[config.mk]
export PLATFORM = sky130hd
export DESIGN_NAME = lnkcfg_regs
export DESIGN_NICKNAME = d
export VERILOG_FILES = /design/src/verilog/lnkcfg_pkg.sv /design/src/verilog/lnkcfg_regs.sv
export SDC_FILE = /design/constraint.sdc
export NUM_CORES = 1
export LEC_CHECK = 0
export BUFFER_PORTS_ARGS = -buffer_cell sky130_fd_sc_hd__buf_2
export CORE_ASPECT_RATIO = 1.4
export CORE_MARGIN = 2
export CORE_UTILIZATION = 50
export CTS_CLUSTER_SIZE = 40
export DETAILED_ROUTE_END_ITERATION = 7
export PLACE_DENSITY = 0.69
export SETUP_SLACK_MARGIN = 0.02
export SYNTH_ARGS = -nofsm -noshare
export SYNTH_HDL_FRONTEND = slang
export SYNTH_SLANG_ARGS = --single-unit
[constraint.sdc]
create_clock -name i_sys_clk -period 8.8 [get_ports i_sys_clk]
set_clock_uncertainty 0.1 [all_clocks]
set_input_delay 1.32 -clock i_sys_clk [delete_from_list [all_inputs] [get_ports i_sys_clk]]
set_output_delay 1.32 -clock i_sys_clk [all_outputs]
set_load 0.005 [all_outputs]
[src/verilog/lnkcfg_pkg.sv]
// package: register map, reset values and field positions of the link configuration block
package lnkcfg_pkg;
    // ****************************************
    // register offsets
    // ****************************************
    localparam logic [7:0] LNKCFG_GEN_CFG1_OFS  = 8'h03;
    localparam logic [7:0] LNKCFG_EQ_CTRL_OFS   = 8'h04;
    localparam logic [7:0] LNKCFG_REMOTE_SERIALIZER_ADDRESS_OFS    = 8'h06;
    localparam logic [7:0] LNKCFG_SERIALIZER_ALIAS_ADDRESS_OFS = 8'h07;

    // ****************************************
    // reset values
    // ****************************************
    localparam logic [7:0] LNKCFG_GEN_CFG1_RST  = 8'hE9;
    localparam logic [7:0] LNKCFG_EQ_CTRL_RST   = 8'h00;
    localparam logic [7:0] LNKCFG_REMOTE_SERIALIZER_ADDRESS_RST    = 8'h00;
    localparam logic [7:0] LNKCFG_SERIALIZER_ALIAS_ADDRESS_RST = 8'h00;

    // ****************************************
    // general configuration 1 fields
    // ****************************************
    localparam int LNKCFG_PARITY_CHK_BIT = 7;
    localparam int LNKCFG_BC_CRC_BIT     = 6;
    localparam int LNKCFG_IO_AUTO_BIT    = 5;
    localparam int LNKCFG_IO_MODE_BIT    = 4;
    localparam int LNKCFG_PASS_BIT       = 3;
    localparam int LNKCFG_AUTO_ACK_BIT   = 2;
    localparam int LNKCFG_PAR_RST_BIT    = 1;
    localparam int LNKCFG_STROBE_BIT     = 0;

    // equalizer level field, bits 7:4
    localparam int LNKCFG_EQ_LVL_MSB = 7;
    localparam int LNKCFG_EQ_LVL_LSB = 4;

    // i2c byte framing
    localparam logic [3:0] LNKCFG_BYTE_BITS = 4'h8;

    // local i2c target address; value is arbitrary
    localparam logic [6:0] LNKCFG_DEV_ADDR_DFLT = 7'h3A;

    typedef enum logic [2:0] {
        LNKCFG_IDLE, LNKCFG_ADDR, LNKCFG_SUB, LNKCFG_WR, LNKCFG_ACK, LNKCFG_RD, LNKCFG_RACK
    } lnkcfg_state_type;
endpackage

[src/verilog/lnkcfg_regs.sv]
// module: configuration registers behind the local i2c port, with pass-through to the remote serializer
// What this block does
// RULE1: bit6 enables back-channel crc generation, reset 1
// RULE2: bit5 selects auto io supply detection, reset 1
// RULE3: bit3 enables pass-through of alias-matched writes
// RULE4: auto acknowledge acks remote writes immediately
// RULE5: early-acked alias writes go to remote serializer address
// RULE6: bit1 holds parity logic reset, never self-clears
// RULE7: bit0 picks rising or falling strobe edge
// RULE8: equalizer bits 7:4 give bypass level, reset 0
// RULE9: serializer alias remapped to remote serializer address
// RULE10: equalizer reserved bits store writes, no effect
module lnkcfg_regs
    import lnkcfg_pkg::*;
#(
    parameter logic [6:0] DEV_ADDR = lnkcfg_pkg::LNKCFG_DEV_ADDR_DFLT
) (
    input  wire logic       i_sys_clk,
    input  wire logic       i_rstn,
    input  wire logic       i_scl,
    input  wire logic       i_sda,
    output logic            o_sda,
    output logic            o_sda_oe,
    input  wire logic       i_pass_all,
    input  wire logic       i_remote_ack,
    output logic            o_fwd_start,
    output logic            o_fwd_valid,
    output logic [6:0]      o_fwd_addr,
    output logic [7:0]      o_fwd_data,
    output logic            o_parity_chk_en,
    output logic            o_bc_crc_en,
    output logic            o_io_auto_detect,
    output logic            o_io_mode_high,
    output logic            o_pass_through_en,
    output logic            o_auto_ack_en,
    output logic            o_parity_rst,
    output logic            o_strobe_rising,
    output logic [3:0]      o_eq_level
);
    import lnkcfg_pkg::*;

    // ****************************************
    // reset release
    // ****************************************
    logic rst_meta_q;
    logic rst_n_q;
    always_ff @(posedge i_sys_clk or negedge i_rstn) begin
        if (!i_rstn) begin
            rst_meta_q <= 1'b0;
            rst_n_q    <= 1'b0;
        end else begin
            rst_meta_q <= 1'b1;
            rst_n_q    <= rst_meta_q;
        end
    end

    // ****************************************
    // bus line edge detection
    // ****************************************
    logic scl_q, scl_p_q, sda_q, sda_p_q;
    always_ff @(posedge i_sys_clk or negedge rst_n_q) begin
        if (!rst_n_q) begin
            scl_q   <= 1'b1;
            scl_p_q <= 1'b1;
            sda_q   <= 1'b1;
            sda_p_q <= 1'b1;
        end else begin
            scl_q   <= i_scl;
            scl_p_q <= scl_q;
            sda_q   <= i_sda;
            sda_p_q <= sda_q;
        end
    end

    wire scl_rise = scl_q & ~scl_p_q;
    wire scl_fall = ~scl_q & scl_p_q;
    wire bus_start = scl_q & scl_p_q & sda_p_q & ~sda_q;
    wire bus_stop  = scl_q & scl_p_q & ~sda_p_q & sda_q;

    // ****************************************
    // registers and decode
    // ****************************************
    logic [7:0] gen_cfg1_q, eq_ctrl_q, remote_serializer_address_q, serializer_alias_address_q;
    logic [7:0] ptr_q;
    logic [7:0] shift_q;
    logic [3:0] cnt_q;
    logic       fwd_q;
    logic       ack_q;
    lnkcfg_state_type state_q, nxt_q;

    function automatic logic [7:0] reg_read(input logic [7:0] ofs, input logic [7:0] g1, input logic [7:0] eq,
                                            input logic [7:0] sid, input logic [7:0] sal);
        unique case (ofs)
            LNKCFG_GEN_CFG1_OFS:  reg_read = g1;
            LNKCFG_EQ_CTRL_OFS:   reg_read = eq;
            LNKCFG_REMOTE_SERIALIZER_ADDRESS_OFS:    reg_read = sid;
            LNKCFG_SERIALIZER_ALIAS_ADDRESS_OFS: reg_read = sal;
            default:              reg_read = 8'h00;
        endcase
    endfunction

    wire [6:0] rx_addr    = shift_q[7:1];
    wire       rx_rd      = shift_q[0];
    wire       byte_done  = scl_fall & (cnt_q == LNKCFG_BYTE_BITS);
    wire       local_hit  = (rx_addr == DEV_ADDR);
    wire       pass_en    = gen_cfg1_q[LNKCFG_PASS_BIT];                                   // see RULE3
    wire       auto_ack   = gen_cfg1_q[LNKCFG_AUTO_ACK_BIT];
    wire       alias_hit  = pass_en & (serializer_alias_address_q[7:1] != 7'h00) & (rx_addr == serializer_alias_address_q[7:1])
                            & (remote_serializer_address_q[7:1] != 7'h00);                                     // see RULE3
    // writes to any other target only pass when forward-all is on, and then only with auto ack
    wire       any_hit    = pass_en & auto_ack & i_pass_all & ~local_hit;                  // see RULE4
    wire       remote_ok  = auto_ack | i_remote_ack;                                       // see RULE4
    wire [7:0] rd_data    = reg_read(ptr_q, gen_cfg1_q, eq_ctrl_q, remote_serializer_address_q, serializer_alias_address_q);
    wire       wr_local   = (state_q == LNKCFG_WR) & byte_done & ~fwd_q;

    // ****************************************
    // register file
    // ****************************************
    always_ff @(posedge i_sys_clk or negedge rst_n_q) begin
        if (!rst_n_q) begin
            gen_cfg1_q  <= LNKCFG_GEN_CFG1_RST;
            eq_ctrl_q   <= LNKCFG_EQ_CTRL_RST;
            remote_serializer_address_q    <= LNKCFG_REMOTE_SERIALIZER_ADDRESS_RST;
            serializer_alias_address_q <= LNKCFG_SERIALIZER_ALIAS_ADDRESS_RST;
        end else if (wr_local) begin
            // no hardware path writes bit1, so parity reset holds until software clears it
            if (ptr_q == LNKCFG_GEN_CFG1_OFS)  gen_cfg1_q  <= shift_q;                    // see RULE6
            if (ptr_q == LNKCFG_EQ_CTRL_OFS)   eq_ctrl_q   <= shift_q;                    // see RULE10
            if (ptr_q == LNKCFG_REMOTE_SERIALIZER_ADDRESS_OFS)    remote_serializer_address_q    <= shift_q;
            if (ptr_q == LNKCFG_SERIALIZER_ALIAS_ADDRESS_OFS) serializer_alias_address_q <= shift_q;
        end
    end

    // ****************************************
    // i2c target engine
    // ****************************************
    always_ff @(posedge i_sys_clk or negedge rst_n_q) begin
        if (!rst_n_q) begin
            state_q     <= LNKCFG_IDLE;
            nxt_q       <= LNKCFG_IDLE;
            cnt_q       <= 4'h0;
            shift_q     <= 8'h00;
            ptr_q       <= 8'h00;
            fwd_q       <= 1'b0;
            ack_q       <= 1'b0;
            o_sda_oe    <= 1'b0;
            o_fwd_start <= 1'b0;
            o_fwd_valid <= 1'b0;
            o_fwd_addr  <= 7'h00;
            o_fwd_data  <= 8'h00;
        end else begin
            o_fwd_start <= 1'b0;
            o_fwd_valid <= 1'b0;
            if (bus_stop) begin
                state_q  <= LNKCFG_IDLE;
                o_sda_oe <= 1'b0;
            end else if (bus_start) begin
                state_q  <= LNKCFG_ADDR;
                cnt_q    <= 4'h0;
                fwd_q    <= 1'b0;
                o_sda_oe <= 1'b0;
            end else begin
                unique case (state_q)
                    LNKCFG_IDLE: begin
                        o_sda_oe <= 1'b0;
                    end
                    LNKCFG_ADDR, LNKCFG_SUB, LNKCFG_WR: begin
                        if (scl_rise) begin
                            shift_q <= {shift_q[6:0], sda_q};
                            cnt_q   <= cnt_q + 4'h1;
                        end else if (byte_done) begin
                            cnt_q   <= 4'h0;
                            state_q <= LNKCFG_ACK;
                            if (state_q == LNKCFG_ADDR) begin
                                if (local_hit) begin
                                    o_sda_oe <= 1'b1;
                                    nxt_q    <= rx_rd ? LNKCFG_RD : LNKCFG_SUB;
                                end else if ((alias_hit | any_hit) && !rx_rd && remote_ok) begin
                                    // serializer alias becomes the remote serializer address
                                    o_sda_oe    <= 1'b1;                                   // see RULE4
                                    fwd_q       <= 1'b1;
                                    o_fwd_start <= 1'b1;
                                    o_fwd_addr  <= alias_hit ? remote_serializer_address_q[7:1] : rx_addr;    // see RULE9
                                    nxt_q       <= LNKCFG_WR;
                                end else begin
                                    o_sda_oe <= 1'b0;
                                    nxt_q    <= LNKCFG_IDLE;
                                end
                            end else if (state_q == LNKCFG_SUB) begin
                                ptr_q    <= shift_q;
                                o_sda_oe <= 1'b1;
                                nxt_q    <= LNKCFG_WR;
                            end else if (fwd_q) begin
                                o_sda_oe    <= remote_ok;                                  // see RULE4
                                o_fwd_valid <= remote_ok;                                  // see RULE5
                                o_fwd_data  <= shift_q;
                                nxt_q       <= remote_ok ? LNKCFG_WR : LNKCFG_IDLE;
                            end else begin
                                ptr_q    <= ptr_q + 8'h01;
                                o_sda_oe <= 1'b1;
                                nxt_q    <= LNKCFG_WR;
                            end
                        end
                    end
                    LNKCFG_ACK: begin
                        if (scl_fall) begin
                            state_q <= nxt_q;
                            if (nxt_q == LNKCFG_RD) begin
                                shift_q  <= {rd_data[6:0], 1'b0};
                                o_sda_oe <= ~rd_data[7];
                                ptr_q    <= ptr_q + 8'h01;
                                cnt_q    <= 4'h1;
                            end else begin
                                o_sda_oe <= 1'b0;
                            end
                        end
                    end
                    LNKCFG_RD: begin
                        if (scl_fall) begin
                            if (cnt_q == LNKCFG_BYTE_BITS) begin
                                o_sda_oe <= 1'b0;
                                state_q  <= LNKCFG_RACK;
                            end else begin
                                o_sda_oe <= ~shift_q[7];
                                shift_q  <= {shift_q[6:0], 1'b0};
                                cnt_q    <= cnt_q + 4'h1;
                            end
                        end
                    end
                    LNKCFG_RACK: begin
                        if (scl_rise) begin
                            ack_q <= ~sda_q;
                        end else if (scl_fall) begin
                            state_q <= LNKCFG_IDLE;
                            if (ack_q) begin
                                state_q  <= LNKCFG_RD;
                                shift_q  <= {rd_data[6:0], 1'b0};
                                o_sda_oe <= ~rd_data[7];
                                ptr_q    <= ptr_q + 8'h01;
                                cnt_q    <= 4'h1;
                            end
                        end
                    end
                endcase
            end
        end
    end

    // ****************************************
    // configuration outputs
    // ****************************************
    always_ff @(posedge i_sys_clk or negedge rst_n_q) begin
        if (!rst_n_q) begin
            o_sda             <= 1'b0;
            o_parity_chk_en   <= LNKCFG_GEN_CFG1_RST[LNKCFG_PARITY_CHK_BIT];
            o_bc_crc_en       <= LNKCFG_GEN_CFG1_RST[LNKCFG_BC_CRC_BIT];
            o_io_auto_detect  <= LNKCFG_GEN_CFG1_RST[LNKCFG_IO_AUTO_BIT];
            o_io_mode_high    <= LNKCFG_GEN_CFG1_RST[LNKCFG_IO_MODE_BIT];
            o_pass_through_en <= LNKCFG_GEN_CFG1_RST[LNKCFG_PASS_BIT];
            o_auto_ack_en     <= LNKCFG_GEN_CFG1_RST[LNKCFG_AUTO_ACK_BIT];
            o_parity_rst      <= LNKCFG_GEN_CFG1_RST[LNKCFG_PAR_RST_BIT];
            o_strobe_rising   <= LNKCFG_GEN_CFG1_RST[LNKCFG_STROBE_BIT];
            o_eq_level        <= LNKCFG_EQ_CTRL_RST[LNKCFG_EQ_LVL_MSB:LNKCFG_EQ_LVL_LSB];
        end else begin
            o_sda             <= 1'b0;
            o_parity_chk_en   <= gen_cfg1_q[LNKCFG_PARITY_CHK_BIT];
            o_bc_crc_en       <= gen_cfg1_q[LNKCFG_BC_CRC_BIT];                           // see RULE1
            o_io_auto_detect  <= gen_cfg1_q[LNKCFG_IO_AUTO_BIT];                          // see RULE2
            o_io_mode_high    <= gen_cfg1_q[LNKCFG_IO_MODE_BIT];
            o_pass_through_en <= gen_cfg1_q[LNKCFG_PASS_BIT];                             // see RULE3
            o_auto_ack_en     <= gen_cfg1_q[LNKCFG_AUTO_ACK_BIT];                         // see RULE4
            o_parity_rst      <= gen_cfg1_q[LNKCFG_PAR_RST_BIT];                          // see RULE6
            o_strobe_rising   <= gen_cfg1_q[LNKCFG_STROBE_BIT];                           // see RULE7
            o_eq_level        <= eq_ctrl_q[LNKCFG_EQ_LVL_MSB:LNKCFG_EQ_LVL_LSB];          // see RULE8
        end
    end
endmodule // lnkcfg_regs

==> out/qor.yml <==
outcome: "completed"
hold_viol: 0
ir_drop_v: 0.000166
clk_pin_slew_worst_paths_ps: 70
antenna_found_initial: 0
port_buffers: 35
drtIter0Drc: 223
post_cts_resize_count: 0
drv_slew: 0
cts_setup_buffers: 0
numCtsBuffers: 9
synth_most_common_cell: "dfrtp_1"
ys_types: 60
syn_avg_cell_area_um2: 11.0
synthesis.area_um2: 4730
totalWireLength_mm: 11.0
grt_pass1_vias: 3583
finalCritPeriodShare_pct: 31.5
final_core_util_pct: 56.4
die_area_um2: 10300
cts-htree-levels: 3
synth_top_area_share_pct: 43.4
final_nets: 461
worstMarginPinSlew_ps: 1100
drc: 0
synth-seq-cells: 96
core-area_um2: 9350
period_needed_ps: 2770
cts_buffer_depth: 2
vias: 3486
grt_max_degree: 69
rsz0062_at_grt: "false"
crit_path_start_kind: "flop"
insertion_delay_ps: 350
hp-class: "reg2async"
max_stage_delay_ps: 890
slew_headroom_pct: 26.5
clockRootBuffer: "clkbuf_16"
place_congestion: 0.968
antenna_cells: 0
leakagePower_nw: 2.44
rows: 42
postRouteAntennaNets: 0
synthesis.nets: 441
synth_edf_count: 0
synthArstFlopShare_pct: 100
grt_overflow: 0
critPathRequiredTime_ps: 8940
end_kind: "flop"
setup_violations: 0
cap_violations: 0
worstPathCellList: "xnor2_1, nand4_1, nor3_2, o21ai_2, mux2_2"
cp_slowest_cell: "nor3_2"
ys_warn_count: 0
syn_inst: 430
arrival_ps: 2910
start_util_pct: 50.6
boundaryPins: 37
yosysTopAreaCell: "dfrtp_1"
grt_util_all_layers_pct: 22.8
place_hpwl_mm: 7.49
worst-path-max-fanout: 11
synth_common_cells: "dfrtp_1, mux2_2, nand2_1"
drive_gt1_share_pct: 28.8
die_w_um: 86.2
wire_per_inst_um: 19.6
synthToLayoutAreaGrowth_pct: 11.4
fmax_ghz: 0.361
hold_buffers: 0
tns_ps: 0
critPathKind: "reg2reg"
firstDrtPassIters: 5
power_density_nw_per_um2: 258
grt_pass1_wl_mm: 18.1
die_y_um: 119
synthTopCellsByArea: "dfrtp_1, mux2_2, dfstp_2, mux2_4, nand2_1"
synth_flop_cell: "dfrtp_1"
cts_tree: "built"
viasPerCell: 6.17
ys_seq_area_share_pct: 51.1
clock-sinks: 96
-- logic make-up (layout without fill, tap and decap cells) --
| logic type | after synthesis | in the layout | synth area share [%] |
|---|---|---|---|
| AOI/OAI and AO/OA | 100 | 100 | 14.1 |
| xor gates and xnor gates | 9 | 9 | 1.67 |
| adders and majority gates | 5 | 5 | 1.32 |
| buffers and inverters | 38 | 63 | 3.49 |
| DFF | 96 | 96 | 51.1 |
| muxes | 55 | 55 | 14.3 |
| other | 2 | 2 | 0.159 |
| and+or+nand+nor | 125 | 125 | 13.9 |
-- placed cells by master (no fill, tap or decap), drive strengths merged, types with 10 or more instances in the layout --
cell | netlist | routed
dfstp | 14 | 14
nand2 | 38 | 38
mux2 | 54 | 54
o31ai | 10 | 10
o21ai | 27 | 27
a21oi | 21 | 21
dfrtp | 82 | 82
inv | 10 | 11
nor2 | 31 | 31
clkbuf | 22 | 11
buf | 6 | 37
-- worst paths after layout --
| check | slack (ps) | end | cells after the start | start |
|---|---|---|---|---|
| max | 6030 | o_fwd_addr[3] | 5 | shift_q[6] |
| min | 130 | cnt_q[3] | 0 | rst_n_q |
| max reg2reg | 6030 | o_fwd_addr[3] | 5 | shift_q[6] |
| min reg2reg | 130 | cnt_q[3] | 0 | rst_n_q |
| max in group asynchronous | 7330 | gen_cfg1_q[4] | 1 | rst_n_q |
| min in group i_sys_clk | 260 | rst_n_q | 0 | rst_meta_q |
-- area by class of cell --
cell class,instances,area (um^2)
multi-input combinational,296,2150
clock inverter,5,88.8
timing repair buffer,37,190
clock buffer,11,243
inverter,10,37.5
tap,110,138
fill,797,4080
sequential,96,2420
-- routing by layer --
| layer | vias to the layer above | track usage (%) | part of all wire, % |
|---|---|---|---|
| met2 | 91 | 39.6 | 53 |
| met4 | 0 | 10.4 | 3.3 |
| met5 | - | 0 | 0 |
| li1 | 1595 | - | - |
| met1 | 1775 | 27.0 | 41 |
| met3 | 25 | 4.09 | 3.2 |
-- sequential cells by signal, summed over array words and instances (netlist names), 3 cells and up --
| signal | count |
|---|---|
| shift_q | 8 |
| cnt_q | 4 |
| remote_serializer_address_q | 8 |
| ptr_q | 8 |
| o_fwd_data | 8 |
| o_eq_level | 4 |
| eq_ctrl_q | 8 |
| o_fwd_addr | 7 |
| state_q | 3 |
| gen_cfg1_q | 8 |
| nxt_q | 3 |
| serializer_alias_address_q | 8 |
-- through the flow --
stage,power (mW),hold WS [ps],std cells,area (um^2),setup WS [ps]
finish,1.36,133,565,5270,6030
detailed placement,0.927,145,549,4940,6040
CTS,1.36,150,565,5270,6030
floorplan,0.836,231,430,4730,5850
global route,1.43,179,565,5270,5720
global placement,0.917,141,549,4940,6110
-- where the power goes --
| group | leakage (nW) | switching, mW | total, mW | internal [mW] |
|---|---|---|---|---|
| Clock | 0.162 | 0.171 | 0.431 | 0.260 |
| Sequential | 1.25 | 0.121 | 0.610 | 0.489 |
| Combinational | 1.02 | 0.187 | 0.318 | 0.131 |
-- critical path, delay by kind of cell, from the launching register on --
family | cells | cell delay (ps)
compound gates | 1 | 300
xor+xnor | 1 | 320
flops | 1 | 550
mux | 1 | 350
simple gates | 2 | 1040
Power figures use the tool's default switching activity.
